[config.mk]
export PLATFORM = sky130hd
export DESIGN_NAME = capture_compare_mode_control
export DESIGN_NICKNAME = d
export VERILOG_FILES = /design/src/pkg/ccm_pkg.sv /design/src/rtl/capture_compare_mode_control.sv
export VERILOG_INCLUDE_DIRS = /design/src /design/src/pkg
export SDC_FILE = /design/constraint.sdc
export NUM_CORES = 1
export LEC_CHECK = 0
export BUFFER_PORTS_ARGS = -buffer_cell sky130_fd_sc_hd__clkbuf_2
export CORE_MARGIN = 2
export CORE_UTILIZATION = 40
export CTS_CLUSTER_DIAMETER = 30
export DETAILED_ROUTE_END_ITERATION = 10
export GPL_ROUTABILITY_DRIVEN = 0
export PLACE_DENSITY = 0.71
export SLEW_MARGIN = 20
export SYNTH_ARGS = -nofsm -noshare
export SYNTH_HDL_FRONTEND = slang
export SYNTH_SLANG_ARGS = --single-unit
[constraint.sdc]
create_clock -name pclk -period 2.8 [get_ports pclk]
set_input_delay 0.14 -clock pclk [delete_from_list [all_inputs] [get_ports pclk]]
set_output_delay 0.14 -clock pclk [all_outputs]
set_load 0.005 [all_outputs]
[src/pkg/ccm_cfg.svh]
// ==========================================
// Operation
// - Mode zero disables the channel and returns its state and prescaler to reset.
// - Codes 0100-0111 capture on falling, rising, 4th or 16th rising edge; 0001/0011 reserved.
// - Code 0010 toggles the pin on each compare match and sets the flag.
// - Code 1000 drives the pin low on entry, high on match, sets the flag.
// - Code 1001 drives the pin high on entry, low on match, sets the flag.
// - Code 1010 only sets the flag on match; pin shows the port latch.
// - Code 1011 pulses special event (timer reset, conversion start) and sets the flag.
// - Codes 11xx are PWM; control bits 5:4 are duty bits 1:0, data low is 9:2.
// - Data register pair of two readable, writable bytes beside the control register.
// - Capture/compare use one 16-bit timer, PWM one 8-bit period timer, per assignment.
// - Up to four timers active; channels of one kind share a common timer.
// - Assignment cases: all first pair, channel 0 only, channels 0-1, all second pair.
// - Open-drain bit makes the pin open-drain while it drives in compare or PWM.
// - Open-drain register shares the timer A high byte address, reached only with alt select.
// - Each qualifying capture event copies the selected timer into the data pair.
// - Each capture sets the flag, held until software clears it.
// - A new capture overwrites the old value with no overrun indication.
// - With the pin an output, a port write can produce a capture event.
// - Prescaler clears when the channel is off or capture mode is left.
// - Switching between capture prescale settings keeps the prescaler count.
// - Compare modes compare the data pair with the selected timer continuously.
`ifndef CCM_CFG_SVH
`define CCM_CFG_SVH
// ==========================================
// Register byte offsets
`define OFS_CONTROL 8'h00
`define OFS_DATA_LOW 8'h04
`define OFS_DATA_HIGH 8'h08
`define OFS_STATUS 8'h0C
`define OFS_TIMER_ASSIGN 8'h10
`define OFS_ALT_SELECT 8'h14
`define OFS_TIMER_A_HIGH 8'h18
// ==========================================
// Field positions and reset values
`define CTRL_MODE_LSB 0
`define CTRL_DUTY_LSB 4
`define STATUS_FLAG_BIT 0
`define CONTROL_RESET 6'h00
`define OPEN_DRAIN_RESET 5'h00
`define PRESCALE_4_LAST 4'h3
`define PRESCALE_16_LAST 4'hF
`endif

[src/pkg/ccm_pkg.sv]
package ccm_pkg;
  // Mode field codes
  typedef enum logic [3:0] {
    mode_off = 4'h0,
    mode_cmp_toggle = 4'h2,
    mode_cap_fall = 4'h4,
    mode_cap_rise = 4'h5,
    mode_cap_rise4 = 4'h6,
    mode_cap_rise16 = 4'h7,
    mode_cmp_set_high = 4'h8,
    mode_cmp_set_low = 4'h9,
    mode_cmp_soft = 4'hA,
    mode_cmp_special = 4'hB
  } mode_e;
  // Control register contents
  typedef struct packed {
    logic [1:0] duty_low_bits;
    logic [3:0] mode_field;
  } control_s;
  // Timer values offered to the channel
  typedef struct packed {
    logic [15:0] timer_a_count;
    logic [15:0] timer_b_count;
    logic [7:0] period_timer_a;
    logic [7:0] period_timer_b;
  } timers_s;
endpackage

[src/rtl/capture_compare_mode_control.sv]
`timescale 1ns/1ps
`include "ccm_cfg.svh"
module capture_compare_mode_control #(
  parameter int CHANNEL_INDEX = 0,
  parameter int NUM_CHANNELS = 5
) (
  // Clock and reset
  input wire logic pclk,
  input wire logic presetn,
  // APB slave
  input wire logic psel,
  input wire logic penable,
  input wire logic pwrite,
  input wire logic [7:0] paddr,
  input wire logic [31:0] pwdata,
  output logic [31:0] prdata,
  output logic pready,
  output logic pslverr,
  // Timers and port
  input wire ccm_pkg::timers_s timers,
  input wire logic pin_direction_bit,
  input wire logic port_latch,
  input wire logic pwm_level,
  // Channel pin
  input wire logic pin_in,
  output logic pin_out,
  output logic pin_oe,
  // Status and events
  output logic channel_irq_flag,
  output logic special_event,
  output logic uses_first_pair,
  output logic [9:0] duty_value,
  output logic pwm_mode
);
  import ccm_pkg::*;

  // Refuse a channel index or count that the open-drain byte cannot serve
  if (CHANNEL_INDEX < 0 || CHANNEL_INDEX >= NUM_CHANNELS || NUM_CHANNELS > 5) begin : g_bad_params
    $error("channel index or count out of range");
  end

  // ==========================================
  // Register state
  control_s channel_control;
  logic [7:0] channel_data_low;
  logic [7:0] channel_data_high;
  logic [1:0] timer_assign;
  logic alt_register_select;
  logic [4:0] open_drain_config;
  logic cmp_level;
  logic [3:0] prescale_count;
  logic [1:0] pin_sync;
  logic pin_prev;
  logic match_prev;
  logic [3:0] mode;

  assign mode = channel_control.mode_field;

  // ==========================================
  // Bus decode: zero wait states, so a master sees pready in its first access cycle
  logic wr;
  logic rd_hit;
  logic wr_ctrl;
  logic wr_dlo;
  logic wr_dhi;
  logic wr_stat;
  assign pready = 1'b1;
  assign wr = psel & penable & pwrite;
  assign wr_ctrl = wr && paddr == `OFS_CONTROL;
  assign wr_dlo = wr && paddr == `OFS_DATA_LOW;
  assign wr_dhi = wr && paddr == `OFS_DATA_HIGH;
  assign wr_stat = wr && paddr == `OFS_STATUS;

  // Read mux; the timer A high byte window belongs to the timer unless alt select is set
  always_comb begin
    rd_hit = 1'b1;
    prdata = 32'h0000_0000;
    case (paddr)
      `OFS_CONTROL: prdata[5:0] = channel_control;
      `OFS_DATA_LOW: prdata[7:0] = channel_data_low;
      `OFS_DATA_HIGH: prdata[7:0] = channel_data_high;
      `OFS_STATUS: prdata[`STATUS_FLAG_BIT] = channel_irq_flag;
      `OFS_TIMER_ASSIGN: prdata[1:0] = timer_assign;
      `OFS_ALT_SELECT: prdata[0] = alt_register_select;
      `OFS_TIMER_A_HIGH: begin
        if (alt_register_select) begin
          prdata[4:0] = open_drain_config;
        end else begin
          prdata[7:0] = timers.timer_a_count[15:8];
        end
      end
      default: rd_hit = 1'b0;
    endcase
  end
  assign pslverr = psel & penable & ~rd_hit;

  // ==========================================
  // Timer assignment: four configurations, shared per kind
  always_comb begin
    case (timer_assign)
      2'h0: uses_first_pair = 1'b1;
      2'h1: uses_first_pair = CHANNEL_INDEX == 0;
      2'h2: uses_first_pair = CHANNEL_INDEX < 2;
      default: uses_first_pair = 1'b0;
    endcase
  end
  logic [15:0] sel_timer;
  assign sel_timer = uses_first_pair ? timers.timer_a_count : timers.timer_b_count;

  // ==========================================
  // Mode decode
  logic cap_mode;
  logic cmp_mode;
  assign cap_mode = mode[3:2] == 2'b01;
  assign cmp_mode = mode == mode_cmp_toggle || mode[3:2] == 2'b10;
  assign pwm_mode = mode[3:2] == 2'b11;
  assign duty_value = {channel_data_low, channel_control.duty_low_bits};

  // ==========================================
  // Pin input: an output pin loops back its own drive so port writes can capture
  logic cap_src;
  logic rise;
  logic fall;
  assign cap_src = pin_direction_bit ? pin_sync[1] : pin_out;

  // Two-stage synchroniser; first stage feeds only the second
  always_ff @(posedge pclk or negedge presetn) begin
    if (!presetn) begin
      pin_sync <= 2'b00;
      pin_prev <= 1'b0;
    end else begin
      pin_sync <= {pin_sync[0], pin_in};
      pin_prev <= cap_src;
    end
  end
  assign rise = cap_src & ~pin_prev & cap_mode;
  assign fall = ~cap_src & pin_prev & cap_mode;

  // Prescaler; kept across capture submodes so a switch may capture early
  logic capture;
  always_comb begin
    case (mode)
      mode_cap_fall: capture = fall;
      mode_cap_rise: capture = rise;
      mode_cap_rise4: capture = rise && prescale_count >= `PRESCALE_4_LAST;
      mode_cap_rise16: capture = rise && prescale_count == `PRESCALE_16_LAST;
      default: capture = 1'b0;
    endcase
  end

  always_ff @(posedge pclk or negedge presetn) begin
    if (!presetn) begin
      prescale_count <= 4'h0;
    end else if (!cap_mode) begin
      prescale_count <= 4'h0;
    end else if (capture) begin
      prescale_count <= 4'h0;
    end else if (rise) begin
      prescale_count <= prescale_count + 4'h1;
    end
  end

  // ==========================================
  // Compare match, taken on the first cycle of equality
  logic match_now;
  logic match;
  assign match_now = cmp_mode && sel_timer == {channel_data_high, channel_data_low};
  assign match = match_now & ~match_prev;

  always_ff @(posedge pclk or negedge presetn) begin
    if (!presetn) begin
      match_prev <= 1'b0;
      special_event <= 1'b0;
    end else begin
      match_prev <= match_now;
      special_event <= match && mode == mode_cmp_special;
    end
  end

  // Compare output level; entry into set modes seeds the opposite level
  logic [5:0] ctrl_wdata;
  assign ctrl_wdata = pwdata[5:0];
  always_ff @(posedge pclk or negedge presetn) begin
    if (!presetn) begin
      cmp_level <= 1'b0;
    end else if (wr_ctrl && ctrl_wdata[3:0] != mode) begin
      cmp_level <= ctrl_wdata[3:0] == mode_cmp_set_low;
    end else if (match) begin
      case (mode)
        mode_cmp_toggle: cmp_level <= ~cmp_level;
        mode_cmp_set_high: cmp_level <= 1'b1;
        mode_cmp_set_low: cmp_level <= 1'b0;
        default: cmp_level <= cmp_level;
      endcase
    end
  end

  // ==========================================
  // Pin drive with optional open drain
  logic drive_level;
  logic drives;
  always_comb begin
    if (pwm_mode) begin
      drive_level = pwm_level;
    end else if (mode == mode_cmp_soft || mode == mode_cmp_special || !cmp_mode) begin
      drive_level = port_latch;
    end else begin
      drive_level = cmp_level;
    end
  end
  assign drives = ~pin_direction_bit;
  always_comb begin
    if (open_drain_config[CHANNEL_INDEX] && (cmp_mode || pwm_mode)) begin
      pin_out = 1'b0;
      pin_oe = drives & ~drive_level;
    end else begin
      pin_out = drive_level;
      pin_oe = drives;
    end
  end

  // ==========================================
  // Control and configuration registers
  always_ff @(posedge pclk or negedge presetn) begin
    if (!presetn) begin
      channel_control <= `CONTROL_RESET;
    end else if (wr_ctrl) begin
      channel_control <= ctrl_wdata;
    end
  end

  always_ff @(posedge pclk or negedge presetn) begin
    if (!presetn) begin
      timer_assign <= 2'h0;
      alt_register_select <= 1'b0;
      open_drain_config <= `OPEN_DRAIN_RESET;
    end else begin
      if (wr && paddr == `OFS_TIMER_ASSIGN) begin
        timer_assign <= pwdata[1:0];
      end
      if (wr && paddr == `OFS_ALT_SELECT) begin
        alt_register_select <= pwdata[0];
      end
      if (wr && paddr == `OFS_TIMER_A_HIGH && alt_register_select) begin
        open_drain_config <= pwdata[4:0];
      end
    end
  end

  // Data pair: capture beats a same-cycle bus write and overwrites silently
  always_ff @(posedge pclk or negedge presetn) begin
    if (!presetn) begin
      channel_data_low <= 8'h00;
      channel_data_high <= 8'h00;
    end else if (capture) begin
      {channel_data_high, channel_data_low} <= sel_timer;
    end else begin
      if (wr_dlo) begin
        channel_data_low <= pwdata[7:0];
      end
      if (wr_dhi) begin
        channel_data_high <= pwdata[7:0];
      end
    end
  end

  // Flag: set wins over a write-one clear in the same cycle
  logic flag_set;
  assign flag_set = capture | (match & (cmp_mode));
  always_ff @(posedge pclk or negedge presetn) begin
    if (!presetn) begin
      channel_irq_flag <= 1'b0;
    end else if (flag_set) begin
      channel_irq_flag <= 1'b1;
    end else if (wr_stat && pwdata[`STATUS_FLAG_BIT]) begin
      channel_irq_flag <= 1'b0;
    end
  end

  // ==========================================
  // Checks
  property p_capture_loads;
    @(posedge pclk) disable iff (!presetn)
    capture |=> {channel_data_high, channel_data_low} == $past(sel_timer) && channel_irq_flag;
  endproperty
  a_capture_loads: assert property (p_capture_loads) else $error("capture did not load");

  property p_flag_holds;
    @(posedge pclk) disable iff (!presetn)
    channel_irq_flag && !(wr_stat && pwdata[0]) |=> channel_irq_flag;
  endproperty
  a_flag_holds: assert property (p_flag_holds) else $error("flag dropped");

  property p_off_clears;
    @(posedge pclk) disable iff (!presetn)
    !cap_mode |=> prescale_count == 4'h0;
  endproperty
  a_off_clears: assert property (p_off_clears) else $error("prescaler not cleared");

  property p_toggle;
    @(posedge pclk) disable iff (!presetn)
    match && mode == mode_cmp_toggle && !wr_ctrl |=> cmp_level != $past(cmp_level);
  endproperty
  a_toggle: assert property (p_toggle) else $error("no toggle");

  property p_set_high;
    @(posedge pclk) disable iff (!presetn)
    match && mode == mode_cmp_set_high && !wr_ctrl |=> cmp_level;
  endproperty
  a_set_high: assert property (p_set_high) else $error("not forced high");

  property p_set_low;
    @(posedge pclk) disable iff (!presetn)
    match && mode == mode_cmp_set_low && !wr_ctrl |=> !cmp_level;
  endproperty
  a_set_low: assert property (p_set_low) else $error("not forced low");

  property p_special;
    @(posedge pclk) disable iff (!presetn)
    special_event |-> $past(match) && channel_irq_flag;
  endproperty
  a_special: assert property (p_special) else $error("stray special event");

  property p_rise4;
    @(posedge pclk) disable iff (!presetn)
    capture && mode == mode_cap_rise4 |-> prescale_count >= 4'h3;
  endproperty
  a_rise4: assert property (p_rise4) else $error("early prescaled capture");

  property p_soft_pin;
    @(posedge pclk) disable iff (!presetn)
    mode == mode_cmp_soft && !open_drain_config[CHANNEL_INDEX] |-> pin_out == port_latch;
  endproperty
  a_soft_pin: assert property (p_soft_pin) else $error("pin not port latch");

  // Entry into any mode but set-low starts the compare level low, mode zero included
  property p_entry_low;
    @(posedge pclk) disable iff (!presetn)
    wr_ctrl && ctrl_wdata[3:0] != mode && ctrl_wdata[3:0] != mode_cmp_set_low |=> !cmp_level;
  endproperty
  a_entry_low: assert property (p_entry_low) else $error("entry level not low");

  property p_entry_high;
    @(posedge pclk) disable iff (!presetn)
    wr_ctrl && ctrl_wdata[3:0] != mode && ctrl_wdata[3:0] == mode_cmp_set_low |=> cmp_level;
  endproperty
  a_entry_high: assert property (p_entry_high) else $error("entry level not high");

  property p_rise16;
    @(posedge pclk) disable iff (!presetn)
    capture && mode == mode_cap_rise16 |-> prescale_count == `PRESCALE_16_LAST;
  endproperty
  a_rise16: assert property (p_rise16) else $error("early sixteenth-edge capture");

  // Open drain may pull low or let go, but never push the pin high
  property p_od_drive;
    @(posedge pclk) disable iff (!presetn)
    open_drain_config[CHANNEL_INDEX] && (cmp_mode || pwm_mode) |-> !(pin_oe && pin_out);
  endproperty
  a_od_drive: assert property (p_od_drive) else $error("open drain drove high");

  property p_od_locked;
    @(posedge pclk) disable iff (!presetn)
    wr && paddr == `OFS_TIMER_A_HIGH && !alt_register_select |=> $stable(open_drain_config);
  endproperty
  a_od_locked: assert property (p_od_locked) else $error("open drain written without alt select");

  property p_data_write;
    @(posedge pclk) disable iff (!presetn)
    wr_dlo && !capture |=> channel_data_low == $past(pwdata[7:0]);
  endproperty
  a_data_write: assert property (p_data_write) else $error("data low write lost");

  property p_special_pulse;
    @(posedge pclk) disable iff (!presetn)
    special_event |=> !special_event;
  endproperty
  a_special_pulse: assert property (p_special_pulse) else $error("special event too long");

  // Edge detector must give one event per pin edge
  property p_edge_single;
    @(posedge pclk) disable iff (!presetn)
    rise |=> !rise;
  endproperty
  a_edge_single: assert property (p_edge_single) else $error("rise event repeated");

  c_capture: cover property (@(posedge pclk) disable iff (!presetn) capture);
  c_match: cover property (@(posedge pclk) disable iff (!presetn) match);
  c_special: cover property (@(posedge pclk) disable iff (!presetn) special_event);
  c_rise16: cover property (@(posedge pclk) disable iff (!presetn) capture && mode == mode_cap_rise16);
  c_od_release: cover property (@(posedge pclk) disable iff (!presetn)
    open_drain_config[CHANNEL_INDEX] && (cmp_mode || pwm_mode) && !pin_oe);
endmodule

==> metrics.md <==
| Metric | Value |
|---|---|
| Die H | `93.2 microns` |
| Hold WC Path Type | `input pin to flip-flop` |
| Switching power total | `0.384 mW` |
| R2r endpoint | `cmp_level$_DFFE_PN0P_` |
| Worst slew pin tran | `0.593 ns` |
| Post-DP HPWL | `6780 microns` |
| Via density | `around 5.5` |
| CTS Hold Bufs | `1` |
| Inst Count DP | `513` |
| Max-slew headroom at the worst pin | `between 60 and 70%` |
| First-pass GRT wire length | `roughly 14,000 microns` |
| Proportion of power drawn by combinational gates | `18.5%` |
| Residual DRC count | `0` |
| Static Leak | `1.95 nW` |
| Total die area | `8680 sq um` |
| Endpoints failing hold | `0` |
| Critical Path RT | `3.00 ns` |
| Top Usage Layer GRT | `met2` |
| Synth top cells by count | `mux2i_1, dfrtp_1, buf_4` |
| Post-route ant nets | `0` |
| Vias in the first global route | `2,829` |
| Setup TNS | `0 ns` |
| P_int | `0.920 mW` |
| Final period utilization | `90.1%` |
| Crit path DAT | `2.72 ns` |
| Initial antenna violation count | `0` |
| Iter 0 DRT Violations | `between 100 and 150` |
| Longest Clk Path Bufs | `2` |
| CTS tree | `done` |
| Synth warn | `0` |
| Tot GR Track Use | `20.5%` |
| Final setup vio count | `0` |
| RSZ-0062 raised after global routing | `no` |
| Ant. Diodes | `0` |
| Final Critical Period | `approximately 2.5 ns` |
| Clock Power Share | `31.9%` |
| Starting density of the core | `roughly two fifths` |
| P per Cell Area | `351 nW/um^2` |
| Layout Utilization | `between 40% and 50%` |
| Cell variety after synth | `60` |
| Most frequent cell after synthesis | `mux2i_1` |
| Post-Syn Area | `3180 sq um` |
| Async S/R FF share, synth | `100%` |
| Reg-to-Reg Start | `timer_assign[1]$_DFFE_PN0P_` |
| Synth Instances | `335` |
| Worst Setup EP | `cmp_level$_DFFE_PN0P_` |
| First drt pass iteration count | `4` |
| Slowest-stage cell, CP | `or4_4` |
| Nature of the critical path startpoint | `flip-flop` |
| IO buf count | `81` |
| Post-synth EDFFs | `0` |
| WL/cell | `16.9 microns` |
| Largest area contributor in the synthesized netlist | `dfrtp_1` |
| Setup crit start | `timer_assign[1]$_DFFE_PN0P_` |
| Largest net degree at the start of global routing | `42` |
| Achievable Freq | `just under 400 MHz` |
| Number of storage elements in the synthesis netlist | `41` |
| Clock slew at reported path FFs | `0.09 ns` |
| Non-filler cells, final | `around 520` |
| Final nets | `518` |
| Num Clock Sinks | `just over 40` |
| Flop pwr share | `49.6%` |
| Max Slew Vio Count | `0` |
| Setup slack, reg-to-reg | `0.28 ns` |
| H-Tree Depth | `2` |
| Root Buffer | `clkbuf_8` |
| Cts repair resizes | `0` |
| Number of I/O pins | `147` |
| Global route overflow | `0` |
| Area delta synth->final | `16.9%` |
| Final wirelength | `8820 microns` |
| Post-synthesis sequential area ratio | `about a third` |
| Share of cells above drive strength 1 | `29.8%` |
| Placement row count | `32` |
| Status | `completed` |
| Clk Latency, worst-skew pair | `0.30 ns` |
| M3 GR Usage | `3.79%` |
| Critical Path Max Stage Delay | `0.54 ns` |
| Post-synth top area share | `32.2%` |
| Met1 usage in global routing | `25.3%` |
| Crit end category | `flip-flop` |
| Via count | `2,885` |
| Syn_area_per_cell | `around 9.5 sq um` |
| Worst Setup Path Type | `flip-flop to flip-flop` |
| Switching Share | `approximately 29%` |
| Leading post-synthesis cells by cell area | `dfrtp_1, mux2i_1, mux2_2` |
| Max-cap viol count | `0` |
| Hold slack | `0.106 ns` |
| Reg2Reg Depth | `8` |
| CP max FO | `14` |
| Met2 global-route usage | `around a third` |
| Core area | `7730 sq um` |
| Die W | `roughly 93 microns` |
| Worst Clk Skew | `0.00715 ns` |
| Setup Buffers After CTS | `0` |
| CTS buffer count | `5` |
| Max VDD drop | `about 0.21 mV` |
| Top FF cell, synth | `dfrtp_1` |
| Worst path cell trace | `and2_4 > inv_2 > a221oi_1 > a31oi_1 > or4_4 > nor4_4 > a21oi_1 > nand2b_1` |
[flip-flops by register name (all words and copies together), names as in the netlist, 2 cells and up]
register           cells
channel_data_high      8
channel_data_low       8
open_drain_config      5
mode                   4
prescale_count         4
duty_value             2
pin_sync               2
timer_assign           2
[how the worst min path moves through the flow]
| stage | start | endpoint | cells past startpoint |
|---|---|---|---|
| floorplan | presetn | alt_register_select$_DFFE_PN0P_ | 0 |
| global route | pwdata[5] | duty_value[1]$_DFFE_PN0P_ | 2 |
| CTS | presetn | open_drain_config[0]$_DFFE_PN0P_ | 1 |
| global placement | pin_in | pin_sync[0]$_DFF_PN0_ | 1 |
| detailed placement | pin_in | pin_sync[0]$_DFF_PN0_ | 1 |
| finish | pwdata[5] | duty_value[1]$_DFFE_PN0P_ | 2 |
[power groups by stage]
stage	registers, mW	logic [mW]	clock network [mW]
floorplan	0.648	0.156	0
global placement	0.657	0.232	0
detailed placement	0.658	0.237	0
CTS	0.646	0.240	0.424
global route	0.649	0.267	0.450
finish	0.647	0.242	0.416
[logic make-up after synthesis]
family	synth area share (%)
AND/OR/NAND/NOR	15.2
multiplexers	25.1
AO/OA/AOI/OAI	13.1
buffers and inverters	10.1
flip-flops	32.2
XOR/XNOR	3.58
other	0.236
adder cells (fa/ha/maj)	0.393
[through the flow]
step | total power, mW | instance area, sq um | worst slack (ns)
3_3_place_gp | 0.889 | 3610 | 0.341
5_1_grt | 1.37 | 3720 | 0.0546
4_1_cts | 1.31 | 3710 | 0.286
2_1_floorplan | 0.803 | 3270 | 0.617
6_report | 1.30 | 3720 | 0.276
3_5_place_dp | 0.895 | 3610 | 0.302
[placed cells by master (no fill, tap or decap), drive strengths merged, types with 2 or more instances in the layout]
| cell | instances |
|---|---|
| buf | 9 |
| or3 | 3 |
| a21o | 3 |
| and2 | 3 |
| and3 | 4 |
| o21ai | 6 |
| nand3 | 6 |
| a22o | 2 |
| a31oi | 3 |
| a221oi | 4 |
| inv | 19 |
| nor3 | 5 |
| nand2b | 3 |
| nor4 | 4 |
| a21oi | 16 |
| o2bb2ai | 2 |
| xor2 | 6 |
| conb | 25 |
| dlygate4sd3 | 2 |
| a222oi | 3 |
| nand2 | 17 |
| clkbuf | 87 |
| nor2b | 9 |
| xnor2 | 7 |
| dfrtp | 41 |
| nor2 | 19 |
| a21boi | 2 |
| nor3b | 4 |
| mux2i | 57 |
| o22ai | 8 |
| or4 | 2 |
| nand4 | 5 |
| mux2 | 18 |
[layout make-up]
| cell class | instances | area [sq um] |
|---|---|---|
| Clock buffer | 7 | 86.3 |
| Fill cell | 753 | 4010 |
| Inverter | 19 | 71.3 |
| Multi-Input combinational cell | 262 | 1920 |
| Sequential cell | 41 | 1030 |
| Tap cell | 102 | 128 |
| Timing Repair Buffer | 91 | 488 |
[routing by layer]
| metal | share of wire, % | wire length [microns] | up-vias |
|---|---|---|---|
| li1 | - | - | 1341 |
| met1 | 41 | 3650 | 1371 |
| met5 | 0 | 0 | - |
| met3 | 7.6 | 668 | 17 |
| met4 | 2.8 | 245 | 0 |
| met2 | 48 | 4260 | 156 |
[critical path: cells and delay by family, from the launching register on]
family,cells,cell delay [ns]
AOI/OAI and AO/OA,3,0.52
buffers and inverters,1,0.15
DFF,1,0.41
and+or+nand+nor,4,1.33
Power figures use the tool's default switching activity.
